[src/inc/hcai_pkg.sv]
// package: constants and carrier types for the host command accept and interrupt block
package hcai_pkg;
  // register byte offsets
  localparam logic [7:0] ADDR_CTRL = 8'h00;
  localparam logic [7:0] ADDR_STAT = 8'h04;
  localparam logic [7:0] ADDR_IEN = 8'h08;
  localparam logic [7:0] ADDR_CFG = 8'h0C;
  // control register fields (write one to pulse, except busy, which takes the written value)
  localparam int CTRL_REPLY_BIT = 0;
  localparam int CTRL_REJECT_BIT = 1;
  localparam int CTRL_BUSY_BIT = 2;
  localparam int CTRL_SEEK_CLR_BIT = 3;
  // status register fields
  localparam int STAT_ACC_BIT = 0;
  localparam int STAT_REP_BIT = 1;
  localparam int STAT_REJ_BIT = 2;
  localparam int STAT_WRITE_BIT = 3;
  localparam int STAT_SEEK_BIT = 4;
  localparam int STAT_FC_LSB = 8;
  localparam int STAT_DATA_LSB = 16;
  // config register fields
  localparam int CFG_PROT_BIT = 4;
  localparam logic [3:0] DEV_ADDR_RST = 4'h0;
  // function code and director data fields
  localparam logic [3:0] FC_DIRECTOR = 4'h8;
  localparam int DIR_SEL_LSB = 2;
  localparam int DIR_SET_BIT = 5;
  localparam int DIR_CLR_IF_BIT = 6;
  localparam int DIR_CLR_INT_BIT = 7;
  localparam int SEEK_SRC = 0;
  localparam int STATUS_SEEK_BIT = 0;
  // backplane command carrier
  typedef struct packed {
    logic rd;          // read request
    logic wr;          // write request
    logic [3:0] adr_n; // equipment address, active low
    logic [3:0] fc_n;  // function code, active low
    logic prot_n;      // command protected, active low
    logic [15:0] data; // write data from processor
  } hcai_cmd_t;
  // answer flags carrier
  typedef struct packed {
    logic accepted;
    logic reply;
    logic reject;
  } hcai_flags_t;
endpackage

[src/logic/hcai_ien.sv]
// eight-bit addressable interrupt enable latch with gating
`timescale 1ns/100ps
module hcai_ien #(
  parameter int N_EN = 8,
  parameter int N_SRC = 6
) (
  input wire logic mclk, // system clock
  input wire logic rst, // async reset
  input wire logic clr, // synchronous clear of all enables
  input wire logic wr_en, // director write strobe
  input wire logic [2:0] sel, // addressed latch
  input wire logic set_val, // value written
  input wire logic [N_SRC-1:0] cond, // interrupt conditions
  output logic [N_EN-1:0] en_q, // enable latches
  output logic any_o // any enabled condition
);
  initial
  begin
    if (N_EN != 8 || N_SRC > N_EN)
      $error("hcai_ien: unsupported sizes");
  end

  // clear wins over a write in the same cycle
  always_ff @(posedge mclk or posedge rst)
  begin
    if (rst)
      en_q <= '0;
    else if (clr)
      en_q <= '0;
    else if (wr_en)
      en_q[sel] <= set_val;
  end

  // each source gated by its own latch
  assign any_o = |(cond & en_q[N_SRC-1:0]);
endmodule

[src/logic/hcai_top.sv]
// command acceptance, answer flags, interrupt enables and wishbone access
//
// The placing of the registers and the Wishbone register port were decided locally.
`timescale 1ns/100ps
module hcai_top #(
  parameter int N_SRC = 6
) (
  input wire logic mclk, // 100 MHz clock
  input wire logic rst, // async reset, active high
  input wire hcai_pkg::hcai_cmd_t cmd_i, // backplane command
  input wire logic master_reset_in, // processor master reset
  input wire logic seek_alert_i, // seek complete pulse
  input wire logic [N_SRC-1:1] int_cond_i, // other interrupt conditions
  output logic [15:0] rd_data_o, // status data to processor
  output logic rd_data_oe, // read data drive enable
  output logic interrupt_request_n_o, // wired-or interrupt, low active
  output logic interrupt_request_n_oe, // high while pulling line low
  output hcai_pkg::hcai_flags_t flags_o, // accepted, reply, reject
  output logic clear_interface_o, // internal clear pulse
  input wire logic [7:0] wb_adr_i, // wishbone address
  input wire logic [31:0] wb_dat_i, // wishbone write data
  input wire logic [3:0] wb_sel_i, // byte selects
  input wire logic wb_we_i, // write enable
  input wire logic wb_cyc_i, // cycle
  input wire logic wb_stb_i, // strobe
  output logic [31:0] wb_dat_o, // wishbone read data
  output logic wb_ack_o, // acknowledge
  output logic wb_err_o // unmapped address
);
  initial
  begin
    if (N_SRC != 6)
      $error("hcai_top: six interrupt sources expected");
  end

  logic [3:0] fc;
  logic is_fc8;
  logic addr_match;
  logic qualified_select;
  logic protection_satisfied;
  logic busy_ok;
  logic prot_ok;
  logic accept_ok;
  logic director_function_decode;
  logic cmd_start;
  logic sel_d_q;
  logic accepted_q;
  logic reply_q;
  logic reject_q;
  logic busy_q;
  logic prot_cfg_q;
  logic [3:0] dev_addr_q;
  logic seek_done_latch_q;
  logic clear_interface;
  logic clear_interrupt_enables;
  logic [7:0] en_q;
  logic int_any;
  logic fw_reply_strobe;
  logic fw_reject_strobe;
  logic seek_clr_strobe;
  logic wb_req;
  logic wb_wr;
  logic wb_hit;
  logic [15:0] status_word;
  logic [3:0] fc_q;
  logic write_q;
  logic [15:0] data_q;

  // backplane address and function code lines are active low
  function automatic logic [3:0] inv4(input logic [3:0] v);
    inv4 = ~v;
  endfunction

  // command decode
  assign fc = inv4(cmd_i.fc_n);
  assign is_fc8 = (fc == hcai_pkg::FC_DIRECTOR);
  assign addr_match = (inv4(cmd_i.adr_n) == dev_addr_q);
  assign qualified_select = (cmd_i.rd | cmd_i.wr) & addr_match;
  assign protection_satisfied = ~prot_cfg_q | ~cmd_i.prot_n;
  assign busy_ok = ~busy_q | is_fc8;
  assign prot_ok = protection_satisfied | (is_fc8 & cmd_i.rd);
  assign accept_ok = busy_ok & prot_ok;
  // one decision per command, on the rising edge of the select
  assign cmd_start = qualified_select & ~sel_d_q;
  assign director_function_decode = is_fc8 & cmd_i.wr & cmd_start & accept_ok;

  // clears: interface clear and interrupt-enable clear
  assign clear_interface = master_reset_in
    | (director_function_decode & cmd_i.data[hcai_pkg::DIR_CLR_IF_BIT]);
  assign clear_interrupt_enables = clear_interface
    | (director_function_decode & cmd_i.data[hcai_pkg::DIR_CLR_INT_BIT]);

  // wishbone decode
  assign wb_req = wb_cyc_i & wb_stb_i & ~wb_ack_o & ~wb_err_o;
  assign wb_wr = wb_req & wb_we_i & wb_sel_i[0];
  assign wb_hit = (wb_adr_i == hcai_pkg::ADDR_CTRL) | (wb_adr_i == hcai_pkg::ADDR_STAT)
    | (wb_adr_i == hcai_pkg::ADDR_IEN) | (wb_adr_i == hcai_pkg::ADDR_CFG);
  assign fw_reply_strobe = wb_wr & (wb_adr_i == hcai_pkg::ADDR_CTRL)
    & wb_dat_i[hcai_pkg::CTRL_REPLY_BIT];
  assign fw_reject_strobe = wb_wr & (wb_adr_i == hcai_pkg::ADDR_CTRL)
    & wb_dat_i[hcai_pkg::CTRL_REJECT_BIT];
  assign seek_clr_strobe = wb_wr & (wb_adr_i == hcai_pkg::ADDR_CTRL)
    & wb_dat_i[hcai_pkg::CTRL_SEEK_CLR_BIT];

  // select history for edge detection
  always_ff @(posedge mclk or posedge rst)
  begin
    if (rst)
      sel_d_q <= 1'b0;
    else
      sel_d_q <= qualified_select;
  end

  // accepted flag: set wins over a clear; a firmware reject takes it back so one flag stands
  always_ff @(posedge mclk or posedge rst)
  begin
    if (rst)
      accepted_q <= 1'b0;
    else if (~qualified_select)
      accepted_q <= 1'b0;
    else if (fw_reject_strobe)
      accepted_q <= 1'b0;
    else if (cmd_start & accept_ok)
      accepted_q <= 1'b1;
    else if (clear_interface)
      accepted_q <= 1'b0;
  end

  // reject flag: failed conditions or controlware strobe
  always_ff @(posedge mclk or posedge rst)
  begin
    if (rst)
      reject_q <= 1'b0;
    else if (cmd_start & ~accept_ok)
      reject_q <= 1'b1;
    else if (fw_reject_strobe & qualified_select)
      reject_q <= 1'b1;
    else if (~qualified_select | clear_interface)
      reject_q <= 1'b0;
  end

  // reply flag: automatic for code 8, otherwise controlware
  always_ff @(posedge mclk or posedge rst)
  begin
    if (rst)
      reply_q <= 1'b0;
    else if (accepted_q & is_fc8 & prot_ok & qualified_select)
      reply_q <= 1'b1;
    else if (fw_reply_strobe & accepted_q & ~is_fc8 & qualified_select)
      reply_q <= 1'b1;
    else if (~qualified_select | clear_interface)
      reply_q <= 1'b0;
  end

  // command capture for controlware dispatch
  always_ff @(posedge mclk or posedge rst)
  begin
    if (rst)
    begin
      fc_q <= 4'h0;
      write_q <= 1'b0;
      data_q <= 16'h0000;
    end
    else if (cmd_start & accept_ok)
    begin
      fc_q <= fc;
      write_q <= cmd_i.wr;
      data_q <= cmd_i.data;
    end
  end

  // busy: set by any ordinary accepted command, released by controlware
  always_ff @(posedge mclk or posedge rst)
  begin
    if (rst)
      busy_q <= 1'b0;
    else if (clear_interface)
      busy_q <= 1'b0;
    else if (cmd_start & accept_ok & ~is_fc8)
      busy_q <= 1'b1;
    else if (wb_wr & (wb_adr_i == hcai_pkg::ADDR_CTRL))
      busy_q <= wb_dat_i[hcai_pkg::CTRL_BUSY_BIT];
  end

  // configuration: protect jumper and equipment address
  always_ff @(posedge mclk or posedge rst)
  begin
    if (rst)
    begin
      prot_cfg_q <= 1'b0;
      dev_addr_q <= hcai_pkg::DEV_ADDR_RST;
    end
    else if (wb_wr & (wb_adr_i == hcai_pkg::ADDR_CFG))
    begin
      prot_cfg_q <= wb_dat_i[hcai_pkg::CFG_PROT_BIT];
      dev_addr_q <= wb_dat_i[3:0];
    end
  end

  // seek latch: set wins over clear so no pulse is lost
  always_ff @(posedge mclk or posedge rst)
  begin
    if (rst)
      seek_done_latch_q <= 1'b0;
    else if (seek_alert_i)
      seek_done_latch_q <= 1'b1;
    else if (seek_clr_strobe | clear_interface)
      seek_done_latch_q <= 1'b0;
  end

  // interrupt enable latches
  hcai_ien #(
    .N_EN(8),
    .N_SRC(N_SRC)
  ) u_ien (
    .mclk(mclk),
    .rst(rst),
    .clr(clear_interrupt_enables),
    .wr_en(director_function_decode),
    .sel(cmd_i.data[hcai_pkg::DIR_SEL_LSB +: 3]),
    .set_val(cmd_i.data[hcai_pkg::DIR_SET_BIT]),
    .cond({int_cond_i, seek_done_latch_q}),
    .en_q(en_q),
    .any_o(int_any)
  );

  // wired-or interrupt driver, registered
  always_ff @(posedge mclk or posedge rst)
  begin
    if (rst)
    begin
      interrupt_request_n_o <= 1'b1;
      interrupt_request_n_oe <= 1'b0;
    end
    else
    begin
      interrupt_request_n_o <= ~int_any;
      interrupt_request_n_oe <= int_any;
    end
  end

  // status word returned on a code 8 read
  always_comb
  begin
    status_word = 16'h0000;
    status_word[hcai_pkg::STATUS_SEEK_BIT] = seek_done_latch_q;
  end

  // status data frozen once sampled; stable until read drops
  always_ff @(posedge mclk or posedge rst)
  begin
    if (rst)
    begin
      rd_data_o <= 16'h0000;
      rd_data_oe <= 1'b0;
    end
    else if (~(qualified_select & cmd_i.rd))
    begin
      rd_data_oe <= 1'b0;
      rd_data_o <= 16'h0000;
    end
    else if (accepted_q & is_fc8 & ~reply_q)
    begin
      rd_data_o <= status_word;
      rd_data_oe <= 1'b1;
    end
  end

  // flag and clear outputs
  always_ff @(posedge mclk or posedge rst)
  begin
    if (rst)
    begin
      flags_o <= '0;
      clear_interface_o <= 1'b0;
    end
    else
    begin
      flags_o <= '{accepted: accepted_q, reply: reply_q, reject: reject_q};
      clear_interface_o <= clear_interface;
    end
  end

  // wishbone slave: one-cycle ack, err on unmapped address
  always_ff @(posedge mclk or posedge rst)
  begin
    if (rst)
    begin
      wb_ack_o <= 1'b0;
      wb_err_o <= 1'b0;
      wb_dat_o <= 32'h0000_0000;
    end
    else
    begin
      wb_ack_o <= wb_req & wb_hit;
      wb_err_o <= wb_req & ~wb_hit;
      wb_dat_o <= 32'h0000_0000;
      if (wb_req & ~wb_we_i)
      begin
        case (wb_adr_i)
          hcai_pkg::ADDR_CTRL: wb_dat_o[hcai_pkg::CTRL_BUSY_BIT] <= busy_q;
          hcai_pkg::ADDR_STAT:
          begin
            wb_dat_o[hcai_pkg::STAT_ACC_BIT] <= accepted_q;
            wb_dat_o[hcai_pkg::STAT_REP_BIT] <= reply_q;
            wb_dat_o[hcai_pkg::STAT_REJ_BIT] <= reject_q;
            wb_dat_o[hcai_pkg::STAT_WRITE_BIT] <= write_q;
            wb_dat_o[hcai_pkg::STAT_SEEK_BIT] <= seek_done_latch_q;
            wb_dat_o[hcai_pkg::STAT_FC_LSB +: 4] <= fc_q;
            wb_dat_o[hcai_pkg::STAT_DATA_LSB +: 16] <= data_q;
          end
          hcai_pkg::ADDR_IEN: wb_dat_o[7:0] <= en_q;
          hcai_pkg::ADDR_CFG:
          begin
            wb_dat_o[3:0] <= dev_addr_q;
            wb_dat_o[hcai_pkg::CFG_PROT_BIT] <= prot_cfg_q;
          end
          default: wb_dat_o <= 32'h0000_0000;
        endcase
      end
    end
  end
endmodule

[config.mk]
export PLATFORM = sky130hd
export DESIGN_NAME = hcai_top
export DESIGN_NICKNAME = d
export VERILOG_FILES = /design/src/inc/hcai_pkg.sv /design/src/logic/hcai_ien.sv /design/src/logic/hcai_top.sv
export SDC_FILE = /design/constraint.sdc
export NUM_CORES = 1
export LEC_CHECK = 0
export BUFFER_PORTS_ARGS = -buffer_cell sky130_fd_sc_hd__buf_4
export CAP_MARGIN = 20
export CORE_MARGIN = 8
export CORE_UTILIZATION = 45
export CTS_BUF_LIST = sky130_fd_sc_hd__clkbuf_8 sky130_fd_sc_hd__clkbuf_16
export CTS_CLUSTER_DIAMETER = 200
export CTS_CLUSTER_SIZE = 40
export DETAILED_ROUTE_END_ITERATION = 16
export PLACE_DENSITY = 0.76
export SYNTH_ARGS = -nofsm -noshare
export SYNTH_HDL_FRONTEND = slang
export SYNTH_SLANG_ARGS = --single-unit
[constraint.sdc]
create_clock -name mclk -period 2.6 [get_ports mclk]
set_clock_uncertainty 0.2 [all_clocks]
set_input_delay 0 -clock mclk [delete_from_list [all_inputs] [get_ports mclk]]
set_output_delay 0 -clock mclk [all_outputs]
set_load 0.01 [all_outputs]
==> impl_metrics.json <==
{
  "synth_xor_area_share_pct": 1.291,
  "startpoint_type": "input port",
  "slew_headroom_pct": 66.15,
  "drt_wl_total_um": 8743,
  "ctsLongestPathBuffers": 2,
  "insertion_delay_ns": 0.35,
  "top_layer": "met4",
  "rsz0062_at_grt": "false",
  "wl_met3_um": 667,
  "synth_top_area_share_pct": 56.78,
  "track_usage_pct": 16.92,
  "die_h_um": 102.8,
  "netlist-cell-type-count": 48,
  "max_stage_delay_ns": 0.57,
  "gp_congestion": 0.8073,
  "fmax_mhz": 394.1,
  "post-place-ws_ns": 0.2937,
  "synth_cells": 267,
  "arrival_ns": 2.62,
  "vias": 2548,
  "syn-cell-area_mm2": 0.003393,
  "synth_largest_area_cell": "dfrtp_1",
  "grt_pass1_vias": 2712,
  "endpoint_kind": "flip-flop",
  "worst_pin_slew_ns": 0.5067,
  "syn2layout_area_growth_pct": 43.14,
  "drive_gt1_share_pct": 36.21,
  "crit_fanout": 10,
  "fin_nets": 495,
  "cts_buffers": 9,
  "synth-compound-area-share_pct": 4.130,
  "drtIter0Drc": 104,
  "synth_simple_gate_area_share_pct": 16.30,
  "clk_pin_slew_worst_paths_ns": 0.07,
  "vias_per_cell": 4.938,
  "hold_class": "in2reg",
  "setup_viol": 0,
  "grt_first_pass_wirelength_um": 13570,
  "async_flop_share_pct": 100.0,
  "synth_fa_ha_area_share_pct": 0,
  "die_x_um": 102.8,
  "synth-seq-area-share_pct": 57.56,
  "syn_avg_cell_area_um2": 12.71,
  "rows": 31,
  "seqCellArea_mm2": 0.001953,
  "ys_ff_latch": 78,
  "tns_ns": 0,
  "antenna_found_initial": 0,
  "p_leak_nw": 2.416,
  "yosys-mux-area-fraction_pct": 13.42,
  "maxCapViolations": 0,
  "nFillCells": 557,
  "synth_edf_count": 0,
  "clkSinkCount": 78,
  "ys_warn_count": 0,
  "post-route-drc-count": 0,
  "synthTopCellsByArea": "dfrtp_1 57%, mux2_2 8.6%, and2_1 4.2%",
  "grt_overflow": 0,
  "worstPathRequired_ns": 2.69,
  "io_buffers": 90,
  "dieArea_mm2": 0.01058,
  "slew_violations": 0,
  "core-area_mm2": 0.007292,
  "cts_tree": "done",
  "hpwlAfterDp_um": 5730,
  "grt_max_degree": 79,
  "start_util_pct": 46.53,
  "hold_viol": 0,
  "routedWlPerCell_um": 16.94,
  "final_cell_mix": "94 x buf_4, 77 x dfrtp_1, 49 x dlygate4sd3_1",
  "critPathSlowestCell": "or4_4",
  "ioPinCount": 140,
  "synth_ff_type": "dfrtp_1",
  "synth_top_family_by_area": "simple AND/OR/NAND/NOR gates",
  "multi_input_area_mm2": 0.001291,
  "antenna_cells": 0,
  "htree_num_levels": 3,
  "setup_ws_ns": 0.06266,
  "outcome": "finished clean",
  "crit_path_cell_trace": "dlygate4sd3_1 -> buf_4 -> or4_4 -> or3_4 -> or2_1 -> nor2b_2 -> and2_1",
  "critical_path_class": "in2reg",
  "wl_met1_um": 3522,
  "ant_nets": 0,
  "cts-root-buf": "clkbuf_8",
  "period_share_pct": 97.59,
  "finalCriticalPeriod_ns": 2.537,
  "ir_drop_mv": 0.3526,
  "final_common_cell": "buf_4",
  "wl_met2_um": 4327,
  "power_density_mw_per_mm2": 557.2,
  "drt_first_pass_iters": 4
}
registers in the layout, summed over array words and instances (netlist names), 3 cells and up:
signal / flops
u_ien.en_q: 8
dev_addr_q: 4
fc_q: 4
wb_dat_o: 28
data_q: 16
flags_o: 3
per-layer routing:
| metal | vias to the layer above | GRT usage (%) |
|---|---|---|
| li1 | 1175 | - |
| met1 | 1251 | 20.68 |
| met2 | 106 | 27.07 |
| met3 | 16 | 5.402 |
| met4 | 0 | 7.008 |
| met5 | - | 0 |
per-stage QoR:
stage | area (um2) | instances | hold slack, ns | power [mW] | utilization [%]
after floorplan | 3461 | 285 | -0.1102 | 1.526 | -
after global placement | 4105 | 450 | -0.07870 | 1.612 | 56.30
after detailed placement | 4105 | 450 | -0.07321 | 1.626 | 56.30
after CTS | 4830 | 515 | 0.01140 | 2.713 | 66.23
after global routing | 4857 | 516 | 0.1055 | 2.818 | 66.61
final | 4857 | 516 | 0.07497 | 2.707 | 66.61
worst max-delay path, delay by kind of cell:
family        cells  cell delay [ns]
buf+inv           2             0.69
simple gates      5             1.93
final cells by class:
cell class / count / share of cell area [%]
tap: 99 / 2.550
multi-input combinational: 169 / 26.58
timing repair buffer: 144 / 25.04
inverter: 10 / 0.7986
clock inverter: 4 / 1.417
sequential: 78 / 40.21
clock buffer: 12 / 3.400
power breakdown:
part           switching [mW]  total, mW  leakage [nW]  internal, mW
logic                   0.136      0.324          1.26         0.189
clock network           0.426       1.04         0.124         0.615
registers              0.0407       1.34          1.03          1.30
total                   0.603       2.71          2.42          2.10
synth_stat cells (7+ instances only):
master / count
a22oi_1: 10
and2_1: 23
buf_4: 19
dfrtp_1: 77
inv_1: 10
mux2_2: 26
mux2i_1: 14
nand2_1: 7
nand3b_1: 11
nor2_1: 11
what timing repair did:
item | CTS | global route
endpoints found under the hold margin | 133 | 0
hold buffers | 49 | 0
resized for setup | 0 | 3
endpoints found under the setup margin | 0 | 10
buffers inserted | 0 | 0
final timing paths:
kind,from,endpoint,slack (ns),cells past startpoint
min in group asynchronous,rst,wb_dat_o[11],0.09,4
max in group asynchronous,rst,interrupt_request_n_o,1.76,4
setup reg to reg,dev_addr_q[3],seek_done_latch_q,0.12,5
hold / removal,cmd_i[16],busy_q,0.07,5
hold reg to reg,reject_q,flags_o[0],0.21,0
setup / recovery,wb_adr_i[5],wb_dat_o[8],0.06,7
logic make-up after synthesis:
kind of cell | count (synthesis)
AOI/OAI and AO/OA | 20
buffers and inverters | 39
muxes | 41
other | 1
xor gates and xnor gates | 5
DFF | 78
and+or+nand+nor | 83
Note: power is estimated with default switching activity, not from simulation.
